File: config.mk
export PLATFORM = sky130hd
export DESIGN_NAME = watchdog_two_write_unlock
export DESIGN_NICKNAME = d
export VERILOG_FILES = /design/src/wdt_pkg.sv /design/src/wdt_link_if.sv /design/src/unlock_sequencer.sv /design/src/watchdog_counter.sv /design/src/watchdog_two_write_unlock.sv
export VERILOG_INCLUDE_DIRS = /design/src
export SDC_FILE = /design/constraint.sdc
export NUM_CORES = 1
export LEC_CHECK = 0
export BUFFER_PORTS_ARGS = -buffer_cell sky130_fd_sc_hd__clkbuf_2
export CELL_PAD_IN_SITES_DETAIL_PLACEMENT = 1
export CELL_PAD_IN_SITES_GLOBAL_PLACEMENT = 2
export CORE_AREA = 3 3 85 147
export DETAILED_ROUTE_END_ITERATION = 6
export DIE_AREA = 0 0 88 150
export PLACE_DENSITY_LB_ADDON = 0.1
export SLEW_MARGIN = 20
export SYNTH_ARGS = -nofsm -noshare
export SYNTH_HDL_FRONTEND = slang
export SYNTH_SLANG_ARGS = --single-unit
File: constraint.sdc
create_clock -name clock -period 1.7 [get_ports clock]
set_clock_uncertainty 0.15 [all_clocks]
set_input_delay 0.17 -clock clock [delete_from_list [all_inputs] [get_ports clock]]
set_output_delay 0.17 -clock clock [all_outputs]
set_load 0.01 [all_outputs]
File: src/watchdog_regs.svh
// register indices, field positions, reset values and timing counts of the watchdog
// assumes byte address = 4 * index on a 32-bit AXI4-Lite bus
`ifndef WATCHDOG_REGS_SVH
`define WATCHDOG_REGS_SVH

// =====================================================
// register indices (byte address is four times these)
`define WDT_IDX_UNLOCK   12'h09F
`define WDT_IDX_STATUS   12'h0A0
`define WDT_IDX_MASK     12'h0A1
`define WDT_IDX_STATE    12'h0A2

// =====================================================
// fields
`define WDT_EV_OVERFLOW  0
`define WDT_EV_ACCEPT    1
`define WDT_EV_REJECT    2
`define WDT_STATE_RUN    9
`define WDT_STATE_PTR    10

// =====================================================
// values and reset values
`define WDT_KEY_FIRST    4'h5
`define WDT_KEY_SECOND   4'hA
`define WDT_COUNT_MAX    9'h1FF
`define WDT_COUNT_RESET  9'h000
`define WDT_EVENT_RESET  3'h0
`define WDT_DATA_ZERO    32'h0000_0000

// =====================================================
// timing: overflow period in seconds, tap rate, taps per period
`define WDT_OVF_SECONDS  2
`define WDT_TAP_HZ       256
`define WDT_OVF_TAPS     (`WDT_OVF_SECONDS * `WDT_TAP_HZ)

`endif

File: src/wdt_pkg.sv
// types shared by the watchdog modules
// assumes nothing beyond a SystemVerilog compiler
package wdt_pkg;
  typedef logic [8:0]  count_t;
  typedef logic [3:0]  nibble_t;
  typedef logic [2:0]  event_t;
  typedef logic [15:0] addr_t;
  typedef logic [31:0] data_t;
  typedef logic [3:0]  strb_t;
  typedef enum logic [1:0] {
    RESP_OKAY   = 2'h0,
    RESP_DECERR = 2'h3
  } resp_t;
endpackage
File: src/wdt_link_if.sv
// signals between the watchdog top, its key sequencer and its counter
// assumes all parties run on the same clock
`timescale 1ns/100ps
interface wdt_link_if;
  import wdt_pkg::*;
  logic    write_pulse;
  nibble_t write_data;
  logic    tap_pulse;
  logic    pointer;
  logic    accept;
  logic    rejected;
  logic    overflow;
  logic    running;
  count_t  count;
  modport seq (input write_pulse, write_data, overflow, output pointer, accept, rejected);
  modport cnt (input accept, tap_pulse, output overflow, running, count);
  modport top (output write_pulse, write_data, tap_pulse,
               input pointer, accept, rejected, overflow, running, count);
endinterface

File: src/unlock_sequencer.sv
// two-write key sequencer with toggling pointer
// assumes write_pulse is already gated by the clock enable
`timescale 1ns/100ps
`include "watchdog_regs.svh"
module unlock_sequencer (
  input wire logic clock,
  input wire logic reset_n,
  input wire logic clock_enable,
  wdt_link_if.seq  link
);
  import wdt_pkg::*;
  logic first_ok;
  logic pair_ok;

  // =====================================================
  // pointer and first key
  always_ff @(posedge clock or negedge reset_n)
    if (!reset_n)
      link.pointer <= 1'b0;
    else if (clock_enable)
    begin
      if (link.overflow)
        link.pointer <= 1'b0;
      else if (link.write_pulse)
        link.pointer <= ~link.pointer;
    end

  // a first key seen at pointer 1 never arms the pair
  always_ff @(posedge clock or negedge reset_n)
    if (!reset_n)
      first_ok <= 1'b0;
    else if (clock_enable)
    begin
      if (link.overflow)
        first_ok <= 1'b0;
      else if (link.write_pulse)
        first_ok <= !link.pointer && link.write_data == `WDT_KEY_FIRST;
    end

  assign pair_ok = link.write_pulse && link.pointer && first_ok &&
                   link.write_data == `WDT_KEY_SECOND && !link.overflow;

  always_ff @(posedge clock or negedge reset_n)
    if (!reset_n)
    begin
      link.accept   <= 1'b0;
      link.rejected <= 1'b0;
    end
    else if (clock_enable)
    begin
      link.accept   <= pair_ok;
      link.rejected <= link.write_pulse && link.pointer && !pair_ok;
    end
endmodule

File: src/watchdog_counter.sv
// 9-bit watchdog count advanced by the 256 Hz tap
// assumes tap_pulse is one cycle per tap period, gated by the clock enable
`timescale 1ns/100ps
`include "watchdog_regs.svh"
module watchdog_counter (
  input wire logic clock,
  input wire logic reset_n,
  input wire logic clock_enable,
  wdt_link_if.cnt  link
);
  import wdt_pkg::*;

  // =====================================================
  // run flag and count
  always_ff @(posedge clock or negedge reset_n)
    if (!reset_n)
      link.running <= 1'b0;
    else if (clock_enable && link.accept)
      link.running <= 1'b1;

  // a clear in the tap cycle wins, so the full period restarts
  always_ff @(posedge clock or negedge reset_n)
    if (!reset_n)
      link.count <= `WDT_COUNT_RESET;
    else if (clock_enable)
    begin
      if (link.accept)
        link.count <= `WDT_COUNT_RESET;
      else if (link.tap_pulse && link.running)
        link.count <= link.count + 9'h001;
    end

  always_ff @(posedge clock or negedge reset_n)
    if (!reset_n)
      link.overflow <= 1'b0;
    else if (clock_enable)
      link.overflow <= !link.accept && link.tap_pulse && link.running &&
                       link.count == `WDT_COUNT_MAX;
endmodule

File: src/watchdog_two_write_unlock.sv
// watchdog top: AXI4-Lite register slave, tap edge, event status, interrupt outputs
// assumes the 256 Hz tap comes from time base logic on this same clock
// assumes the bus stays idle while clock_enable is low
//
// Functional notes
// - the count is nine bits wide and steps once per 256 Hz tap period.
// - after system reset the count is held stopped until a start pair is taken.
// - system reset clears the count and the key pointer to zero.
// - a stopped count starts after 5H written at pointer 0, then 0AH at pointer 1.
// - every unlock port write with wstrb bit 0 set toggles the pointer; an overflow clears it and wins in the same cycle.
// - a running count is cleared to zero by the same 5H then 0AH pair.
// - a 5H written at pointer 1 is ignored and the following 0AH does not clear.
// - a wrap from the top value to zero raises the watchdog interrupt request.
// - the watchdog request has no software mask and outranks every other source.
// - at a 32768 Hz low-speed clock the overflow period from a clear is 2 seconds.
// - the unlock port is a four-bit write-only register used only for the keys.
`timescale 1ns/100ps
`include "watchdog_regs.svh"
module watchdog_two_write_unlock (
  input  wire logic           clock,
  input  wire logic           reset_n,
  input  wire logic           clock_enable,
  input  wire logic           time_base_tap_256hz,
  input  wire logic           awvalid,
  output var  logic           awready,
  input  wire wdt_pkg::addr_t awaddr,
  input  wire logic           wvalid,
  output var  logic           wready,
  input  wire wdt_pkg::data_t wdata,
  input  wire wdt_pkg::strb_t wstrb,
  output var  logic           bvalid,
  input  wire logic           bready,
  output var  wdt_pkg::resp_t bresp,
  input  wire logic           arvalid,
  output var  logic           arready,
  input  wire wdt_pkg::addr_t araddr,
  output var  logic           rvalid,
  input  wire logic           rready,
  output var  wdt_pkg::data_t rdata,
  output var  wdt_pkg::resp_t rresp,
  output var  logic           watchdog_irq,
  output var  logic           irq
);
  import wdt_pkg::*;

  wdt_link_if link ();

  addr_t       aw_addr;
  data_t       w_data;
  strb_t       w_strb;
  logic        aw_held;
  logic        w_held;
  logic        do_write;
  logic [11:0] widx;
  logic [11:0] ridx;
  logic        w_mapped;
  logic        r_mapped;
  logic        tap_prev;
  event_t      status;
  event_t      mask;
  event_t      w1c;
  event_t      events;
  event_t      next_status;
  data_t       next_rdata;

  // =====================================================
  // leaf modules
  unlock_sequencer sequencer (
    .clock        (clock),
    .reset_n      (reset_n),
    .clock_enable (clock_enable),
    .link         (link)
  );

  watchdog_counter counter (
    .clock        (clock),
    .reset_n      (reset_n),
    .clock_enable (clock_enable),
    .link         (link)
  );

  // =====================================================
  // address decode
  assign widx     = aw_addr[13:2];
  assign ridx     = araddr[13:2];
  assign w_mapped = aw_addr[15:14] == 2'h0 &&
                    (widx == `WDT_IDX_UNLOCK || widx == `WDT_IDX_STATUS ||
                     widx == `WDT_IDX_MASK || widx == `WDT_IDX_STATE);
  assign r_mapped = araddr[15:14] == 2'h0 &&
                    (ridx == `WDT_IDX_UNLOCK || ridx == `WDT_IDX_STATUS ||
                     ridx == `WDT_IDX_MASK || ridx == `WDT_IDX_STATE);
  assign do_write = aw_held && w_held && !bvalid;

  // =====================================================
  // write address and write data, taken in either order
  always_ff @(posedge clock or negedge reset_n)
    if (!reset_n)
    begin
      awready <= 1'b1;
      aw_held <= 1'b0;
      aw_addr <= 16'h0000;
    end
    else if (clock_enable)
    begin
      if (awvalid && awready)
      begin
        awready <= 1'b0;
        aw_held <= 1'b1;
        aw_addr <= awaddr;
      end
      else if (bvalid && bready)
      begin
        awready <= 1'b1;
        aw_held <= 1'b0;
      end
    end

  always_ff @(posedge clock or negedge reset_n)
    if (!reset_n)
    begin
      wready <= 1'b1;
      w_held <= 1'b0;
      w_data <= `WDT_DATA_ZERO;
      w_strb <= 4'h0;
    end
    else if (clock_enable)
    begin
      if (wvalid && wready)
      begin
        wready <= 1'b0;
        w_held <= 1'b1;
        w_data <= wdata;
        w_strb <= wstrb;
      end
      else if (bvalid && bready)
      begin
        wready <= 1'b1;
        w_held <= 1'b0;
      end
    end

  // =====================================================
  // write response
  always_ff @(posedge clock or negedge reset_n)
    if (!reset_n)
    begin
      bvalid <= 1'b0;
      bresp  <= RESP_OKAY;
    end
    else if (clock_enable)
    begin
      if (do_write)
      begin
        bvalid <= 1'b1;
        bresp  <= w_mapped ? RESP_OKAY : RESP_DECERR;
      end
      else if (bvalid && bready)
        bvalid <= 1'b0;
    end

  // a write to the unlock port only ever feeds the key sequencer
  assign link.write_pulse = clock_enable && do_write && w_mapped &&
                            widx == `WDT_IDX_UNLOCK && w_strb[0];
  assign link.write_data  = w_data[3:0];

  // =====================================================
  // tap edge: one step per tap period, whatever its duty cycle
  always_ff @(posedge clock or negedge reset_n)
    if (!reset_n)
      tap_prev <= 1'b0;
    else if (clock_enable)
      tap_prev <= time_base_tap_256hz;

  assign link.tap_pulse = clock_enable && time_base_tap_256hz && !tap_prev;

  // =====================================================
  // mask register
  always_ff @(posedge clock or negedge reset_n)
    if (!reset_n)
      mask <= `WDT_EVENT_RESET;
    else if (clock_enable && do_write && w_mapped && widx == `WDT_IDX_MASK && w_strb[0])
      mask <= w_data[2:0];

  // =====================================================
  // sticky status, write one to clear; a new event beats the clear
  always_comb
  begin
    events = `WDT_EVENT_RESET;
    events[`WDT_EV_OVERFLOW] = link.overflow;
    events[`WDT_EV_ACCEPT]   = link.accept;
    events[`WDT_EV_REJECT]   = link.rejected;
    w1c = `WDT_EVENT_RESET;
    if (do_write && w_mapped && widx == `WDT_IDX_STATUS && w_strb[0])
      w1c = w_data[2:0];
    next_status = (status & ~w1c) | events;
  end

  always_ff @(posedge clock or negedge reset_n)
    if (!reset_n)
      status <= `WDT_EVENT_RESET;
    else if (clock_enable)
      status <= next_status;

  always_ff @(posedge clock or negedge reset_n)
    if (!reset_n)
      irq <= 1'b0;
    else if (clock_enable)
      irq <= |(status & mask);

  // no mask touches this one; it is the top-priority request
  always_ff @(posedge clock or negedge reset_n)
    if (!reset_n)
      watchdog_irq <= 1'b0;
    else if (clock_enable)
      watchdog_irq <= link.overflow;

  // =====================================================
  // read path
  always_comb
  begin
    next_rdata = `WDT_DATA_ZERO;
    if (r_mapped)
    begin
      case (ridx)
        `WDT_IDX_UNLOCK:
          next_rdata = `WDT_DATA_ZERO;
        `WDT_IDX_STATUS:
          next_rdata[2:0] = status;
        `WDT_IDX_MASK:
          next_rdata[2:0] = mask;
        `WDT_IDX_STATE:
        begin
          next_rdata[8:0]            = link.count;
          next_rdata[`WDT_STATE_RUN] = link.running;
          next_rdata[`WDT_STATE_PTR] = link.pointer;
        end
        default:
          next_rdata = `WDT_DATA_ZERO;
      endcase
    end
  end

  always_ff @(posedge clock or negedge reset_n)
    if (!reset_n)
    begin
      arready <= 1'b1;
      rvalid  <= 1'b0;
      rdata   <= `WDT_DATA_ZERO;
      rresp   <= RESP_OKAY;
    end
    else if (clock_enable)
    begin
      if (arvalid && arready)
      begin
        arready <= 1'b0;
        rvalid  <= 1'b1;
        rdata   <= next_rdata;
        rresp   <= r_mapped ? RESP_OKAY : RESP_DECERR;
      end
      else if (rvalid && rready)
      begin
        arready <= 1'b1;
        rvalid  <= 1'b0;
      end
    end

  function automatic logic ara_unlock();
    return araddr[15:14] == 2'h0 && ridx == `WDT_IDX_UNLOCK;
  endfunction
endmodule

==> run_results.csv, run 1 <==
group,metric,value,unit
sta,fmax,573,MHz
run_status,violations,"setup timing",
cts,cts_max_path_buffers,2,
finish,nets,459,
floorplan,die_width,88,um
sta,fin_crit_sh,103,%
logic_synthesis,syn_avg_cell_area,11.6,um2
logic_synthesis,synth_cells,262,
finish,area_growth,39.1,%
floorplan,io_pins,120,
worst_setup_path,slowest_delay,0.41,ns
placed_design,dp_slack,-0.114,ns
worst_setup_path,criticalPathCategory,"reg2reg",
global_route,grt_antenna_before_repair,0,
power,p_seq_share,45.0,%
routing,drc_errors,0,
placed_design,gp_congestion,0.728,
sta,min_period,1.74,ns
logic_synthesis,synth_seq_cells,63,
worst_setup_path,crit_path_frequent_cell,"nor4b_4",
worst_setup_path,cp_cell_sequence,"nor4b_4, nor4b_4, buf_4, nand4b_1, a21o_1",
routing,antenna_left,0,
cts,numCtsBuffers,9,
floorplan,row_count,52,
sta,hold_viol,0,
cts,htreeDepth,3,
cts,ctsRootBufferMaster,"clkbuf_16",
finish,drive_gt1_share,39.4,%
global_route,grt_pass1_vias,2542,
placed_design,place_inst,476,
worst_setup_path,critPathRequiredTime,1.76,ns
sta,rsz0062_at_grt,"yes",
logic_synthesis,yosysSeqAreaShare,52.0,%
placed_design,dp_hpwl,5930,um
power,powerDensity,792,mW/mm2
power,pwr-share-clk,49.2,%
power,p_int,2.64,mW
power,ir_drop,0.465,mV
global_route,grt_usage,12.9,%
sta,setup_slack,-0.0446,ns
floorplan,fp.coreArea,0.0115,mm2
cts,clk_latency,0.32,ns
worst_setup_path,cp.arrival,1.80,ns
routing,via_count,2414,
sta,setup-violations-final,7,
sta,final-max-slew-violation-count,0,
worst_setup_path,start_kind,"flop",
global_route,grt_max_degree,51,
hold_path,min_path_type,"in2reg",
logic_synthesis,synthArstFlopShare,100,%
power,power,3.35,mW
finish,antennaDiodeCount,0,
worst_setup_path,critPathSlowestCell,"dfrtp_1",
power,p_comb_share,5.8,%
worst_setup_path,end_kind,"flop",
cts,clk_pin_slew,0.05,ns
worst_setup_path,path_buf_inv,1,
floorplan,initial_core_util,26.4,%
routing,routed_via_density,4.66,
power,p_sw_share,21.2,%
routing,drt-wirelength-per-cell,15.3,um
cts,cts.sinks,63,
global_route,grt_pass1_wl,12800,um
power,power_switching,0.709,mW
power,power_leakage,2.18,nW
routing,first_pass_iters,4,
routing,routed_wl,7910,um
logic_synthesis,syn-cell-area,0.00304,mm2
floorplan,die_h,150,um
flow_run,maxCapViolCount,0,
global_route,overflow,0,
logic_synthesis,yosys.cell_types.count,48,
logic_synthesis,ys_warn_count,0,
run_status,status,"complete, but fails checks",
worst_setup_path,cp_max_fo,3,
sta,tns,-0.260,ns
routing,drtIter0Drc,58,
finish,final-instance-count-excl-fill,518,
cts,cts_tree,"built",
floorplan,dieArea,0.0132,mm2
placed_design,io_buffers,63,
logic_synthesis,synth_top_flop_cell,"dfrtp_1",
worst_setup_path,r2r_setup_slack,-0.04,ns
logic_synthesis,synth-edff-count,0,
sta,whs,0.0586,ns
worst_setup_path,path_delay_family,"simple AND/OR/NAND/NOR gates",
-- tightest hold or removal path: cells and delay by family --
kind | cells | cell delay, ns
buf+inv | 1 | 0.08
compound gates | 1 | 0.13
simple gates | 2 | 0.12
-- flip-flops by register name, summed over array words and instances (netlist names), 3 cells and up --
signal	count
aw_addr	14
counter.link.count	9
mask	3
rdata	11
status	3
w_data	4
-- repair_timing --
item / in CTS / in global routing
resized for setup: 3 / 9
setup endpoints to repair: 9 / 20
endpoints found under the hold margin: 38 / 0
pin swaps: 4 / 7
hold buffers: 25 / 0
setup buffers: 2 / 3
-- logic make-up (layout without fill, tap and decap cells) --
logic type | count (synthesis) | in the layout | synth area share (%)
flops | 63 | 63 | 52.0
xor+xnor | 6 | 6 | 1.73
mux | 27 | 27 | 9.87
buf+inv | 37 | 138 | 7.69
compound gates | 42 | 42 | 10.3
simple gates | 84 | 84 | 17.5
other cells | 1 | 21 | 0.123
fa+ha+maj | 2 | 2 | 0.823
-- worst paths after layout --
kind | cells past startpoint | from | end
max | 5 | aw_addr[5]$_DFFE_PN0P_ | status[1]$_DFFE_PN0P_
min | 4 | araddr[14] | rresp[0]$_DFFE_PN0P_
max reg2reg | 5 | aw_addr[5]$_DFFE_PN0P_ | status[1]$_DFFE_PN0P_
min reg2reg | 2 | rdata[0]$_DFFE_PN0P_ | rdata[0]$_DFFE_PN0P_
max in group asynchronous | 3 | reset_n | mask[0]$_DFFE_PN0P_
min in group asynchronous | 2 | reset_n | rvalid$_DFFE_PN0P_
-- power groups by stage --
stage	clock network, mW	logic, mW	registers (mW)
3_5_place_dp	0	0.153	1.53
3_3_place_gp	0	0.150	1.53
2_1_floorplan	0	0.0861	1.53
6_report	1.65	0.193	1.51
4_1_cts	1.72	0.198	1.51
5_1_grt	1.79	0.219	1.51
-- layout by cell type, fill, tap and decap left out, drive strengths merged, types with 6 or more instances in the layout --
cell | Yosys | routed
buf | 25 | 32
dlygate4sd3 | 0 | 25
nor4b | 7 | 7
nor2 | 13 | 13
mux2 | 24 | 24
o21ai | 8 | 8
clkbuf | 8 | 76
xor2 | 6 | 6
nand2 | 22 | 22
nand3 | 10 | 10
a21oi | 6 | 6
conb | 1 | 21
a22o | 13 | 13
dfrtp | 60 | 60
-- cells in the mapped netlist, types with 2 or more instances --
library cell  number  area (um2)
dfrtp_1           60        1500
mux2_2            24         270
buf_4             23         173
nand2_1           22        82.6
a22o_1            13         114
nor2_1            13        48.8
nand3_1            9        45.0
clkbuf_1           8        30.0
o21ai_0            8        40.0
a21oi_1            6        30.0
xor2_1             6        52.6
and2_1             5        31.3
and3_1             5        31.3
inv_1              4        15.0
nand4b_1           4        35.0
o2111ai_1          4        35.0
dfstp_2            3        78.8
mux2i_1            3        30.0
nor4b_1            3        26.3
nor4b_2            3        45.0
a31oi_1            2        12.5
a32o_1             2        20.0
ha_1               2        25.0
nand4_1            2        12.5
nor2b_1            2        12.5
nor3_1             2        10.0
nor4_1             2        12.5
o211ai_1           2        15.0
-- final cells by class --
type,count,area (um2)
fillers,1320,7290
flip-flops and latches,63,1580
multi-input cells,182,1350
repair buffers,120,847
clock buffers,13,260
well taps,135,169
inverters,4,15.0
clock inverters,1,5.00
-- metal layers --
layer	share of wire, %	up-vias	global-route usage, %
met3	4.0	9	2.70
met5	0	-	0
li1	-	1144	-
met1	36	1201	12.7
met2	58	60	25.1
met4	1.5	0	5.07
-- through the flow --
| step | util [%] | area, um2 |
|---|---|---|
| final | 36.7 | 4230 |
| after global routing | 36.7 | 4230 |
| after CTS | 36.4 | 4190 |
| after detailed placement | 31.6 | 3640 |
| after global placement | 31.6 | 3640 |
| after floorplan | - | 3120 |
No activity file was read; power rests on OpenSTA's default activity.
==> run 2, diff against run 1 <==
ABC_AREA = 1   (was default)
CELL_PAD_IN_SITES_DETAIL_PLACEMENT = 0   (was 1)
CORE_AREA = 3 3 87 151   (was 3 3 85 147)
DIE_AREA = 0 0 90 154   (was 0 0 88 150)
clock period = 1.9 ns   (was 1.7 ns; I/O delays follow)
==> run 2 against run 1 <==
The run now ends clean; highest routed layer unchanged; total power increased by 37%; routed wire length is 12% higher; clock power up 8%; sequential share of layout area is 0.66 points lower; final area is 1.8% higher; fmax increased by 1.2%; worst hold slack lost 0.021 ns; register-to-register slack improved by 0.22 ns; global-route usage increased by 0.56 points; synthesized cell count increased by 55%; first-iteration DRC count rose by 16%; critical path type unchanged; final cell count grew 31%.
==> run_results.csv, run 2 <==
group,metric,value,unit
run_status,status,"complete, no violations",
finish,area_growth,34.5,%
logic_synthesis,synth-edff-count,0,
worst_setup_path,cp.arrival,1.79,ns
placed_design,gp_congestion,0.765,
floorplan,dieArea,0.0139,mm2
finish,nFillCells,1351,
floorplan,io_pins,120,
logic_synthesis,yosysMostFrequentCell,"nand2_1",
floorplan,fp.coreArea,0.0121,mm2
routing,routed_wl,8830,um
sta,setup-violations-final,0,
finish,drive_gt1_share,21.8,%
power,powerDensity,1060,mW/mm2
cts,clk_latency,0.34,ns
sta,fin_crit_sh,90.7,%
worst_setup_path,critPathRequiredTime,1.96,ns
finish,layout_common_cells,"119 x nand2_1, 63 x clkbuf_2, 60 x dfrtp_1",
cts,ctsRootBufferMaster,"clkbuf_16",
logic_synthesis,synth_area_leaders,"dfrtp_1 47%, nand2_1 14%, nand3_1 5.6%, buf_4 5.4%, inv_1 5.4%",
floorplan,die_width,90,um
worst_setup_path,criticalPathCategory,"reg2reg",
cts,cts.sinks,63,
global_route,grt_usage,13.5,%
power,p_comb_share,20.5,%
global_route,grt_antenna_before_repair,0,
finish,final-instance-count-excl-fill,679,
power,p_int,3.19,mW
logic_synthesis,yosys.cell_types.count,32,
routing,routed_via_density,4.20,
sta,tns,0,ns
finish,final_common_cell,"nand2_1",
cts,clk_pin_slew,0.06,ns
global_route,overflow,0,
cts,cts_max_path_buffers,2,
routing,via_count,2850,
logic_synthesis,synth_top_area_share,46.9,%
power,power_leakage,2.22,nW
power,pwr-share-clk,38.9,%
sta,hold_viol,0,
sta,min_period,1.72,ns
cts,numCtsBuffers,9,
power,power,4.59,mW
logic_synthesis,yosysSeqAreaShare,49.4,%
routing,drtIter0Drc,67,
placed_design,dp_hpwl,6830,um
power,power_switching,1.40,mW
finish,regMostFlops,"aw_addr",
logic_synthesis,syn_avg_cell_area,7.91,um2
floorplan,die_h,154,um
logic_synthesis,yosys-top-cells-count,"120 x nand2_1, 60 x dfrtp_1, 46 x inv_1",
flow_run,maxCapViolCount,0,
logic_synthesis,synth_seq_cells,63,
global_route,grt_pass1_vias,2942,
sta,rsz0062_at_grt,"no",
placed_design,io_buffers,63,
power,p_sw_share,30.5,%
routing,drc_errors,0,
worst_setup_path,start_kind,"flop",
worst_setup_path,end_kind,"flop",
sta,final-max-slew-violation-count,0,
hold_path,min_path_type,"in2reg",
routing,drt-wirelength-per-cell,13.0,um
worst_setup_path,cp_max_fo,4,
logic_synthesis,synthArstFlopShare,100,%
cts,cts_tree,"built",
power,p_seq_share,40.6,%
logic_synthesis,synth_top_cell_by_area,"dfrtp_1",
finish,reg_top3,"aw_addr x14, rdata x11, counter.link.count x9",
routing,first_pass_iters,4,
sta,fmax,580,MHz
floorplan,row_count,53,
placed_design,place_inst,642,
cts,htreeDepth,3,
routing,antenna_left,0,
finish,antennaDiodeCount,0,
global_route,grt_max_degree,45,
finish,largest_reg_flops,14,
global_route,grt_pass1_wl,14500,um
logic_synthesis,syn-cell-area,0.00320,mm2
finish,multi_input_area,0.00136,mm2
logic_synthesis,synth_top_flop_cell,"dfrtp_1",
floorplan,initial_core_util,26.5,%
logic_synthesis,ys_warn_count,0,
finish,nets,588,
power,ir_drop,0.566,mV
finish,seqCellArea,0.00158,mm2
logic_synthesis,synth_cells,405,
-- run 2: power groups by stage --
| stage | Sequential (mW) | Combinational, mW | Clock (mW) |
|---|---|---|---|
| global route | 1.91 | 1.07 | 1.88 |
| global placement | 1.88 | 0.903 | 0 |
| floorplan | 1.86 | 0.574 | 0 |
| finish | 1.86 | 0.938 | 1.79 |
| CTS | 1.87 | 0.950 | 1.84 |
| detailed placement | 1.89 | 0.907 | 0 |
-- run 2: what timing repair did --
item	in CTS	in global routing
hold buffers	21	0
gates resized for setup	0	8
endpoints found under the hold margin	80	0
setup endpoints to repair	0	7
buffers inserted	0	0
-- run 2: layout make-up --
class | count | share of cell area (%)
sequential | 63 | 36.7
tap | 165 | 4.79
clock inverter | 3 | 1.57
timing repair buffer | 101 | 15.5
multi-input combinational | 287 | 31.6
clock buffer | 13 | 5.81
inverter | 47 | 4.10
-- run 2: path summary, 6_finish.rpt --
| path | start | endpoint | slack (ns) | cells after the start |
|---|---|---|---|---|
| worst min register to register | aw_addr[11]$_DFFE_PN0P_ | aw_addr[11]$_DFFE_PN0P_ | 0.33 | 2 |
| min in group asynchronous | reset_n | rdata[9]$_DFFE_PN0P_ | 0.06 | 2 |
| worst max register to register | aw_addr[3]$_DFFE_PN0P_ | status[2]$_DFFE_PN0P_ | 0.18 | 8 |
| worst min-delay path | rready | arready$_DFFE_PN1P_ | 0.04 | 4 |
| worst max-delay path | aw_addr[3]$_DFFE_PN0P_ | status[2]$_DFFE_PN0P_ | 0.18 | 8 |
| max in group asynchronous | reset_n | arready$_DFFE_PN1P_ | 1.01 | 3 |
-- run 2: cells by family (layout without fill, tap and decap cells) --
| family | Yosys count | after routing | share of synthesized area, % |
|---|---|---|---|
| adders and majority gates | 2 | 2 | 0.781 |
| other | 1 | 21 | 0.117 |
| buffers and inverters | 75 | 164 | 11.5 |
| AOI/OAI and AO/OA | 47 | 47 | 8.52 |
| DFF | 63 | 63 | 49.4 |
| and+or+nand+nor | 217 | 217 | 29.7 |
-- run 2: stage by stage --
step / hold WS [ns] / util (%) / cell area (um2) / setup slack [ns]
2_1_floorplan: -0.256 / - / 3280 / 0.278
3_3_place_gp: -0.125 / 31.0 / 3750 / 0.0813
3_5_place_dp: -0.121 / 31.0 / 3750 / 0.0624
4_1_cts: 0.0316 / 35.4 / 4270 / 0.0420
5_1_grt: 0.0466 / 35.7 / 4310 / 0.0214
6_report: 0.0377 / 35.7 / 4310 / 0.176
-- run 2: metal layers --
layer	vias up	global-route usage (%)	part of all wire, %
li1	1461	-	-
met1	1320	12.6	35
met2	56	27.2	59
met3	13	2.94	3.7
met4	0	5.92	1.9
met5	-	0	0
-- run 2: critical path: stages (launching register included) --
cell and delay [ns]:
dfrtp_1 0.43, nor2_1 0.17, nand2_1 0.10, nor2_1 0.11
nand2_1 0.05, nand3_1 0.16, nand3_1 0.17, o21ai_0 0.19
nand2_1 0.06
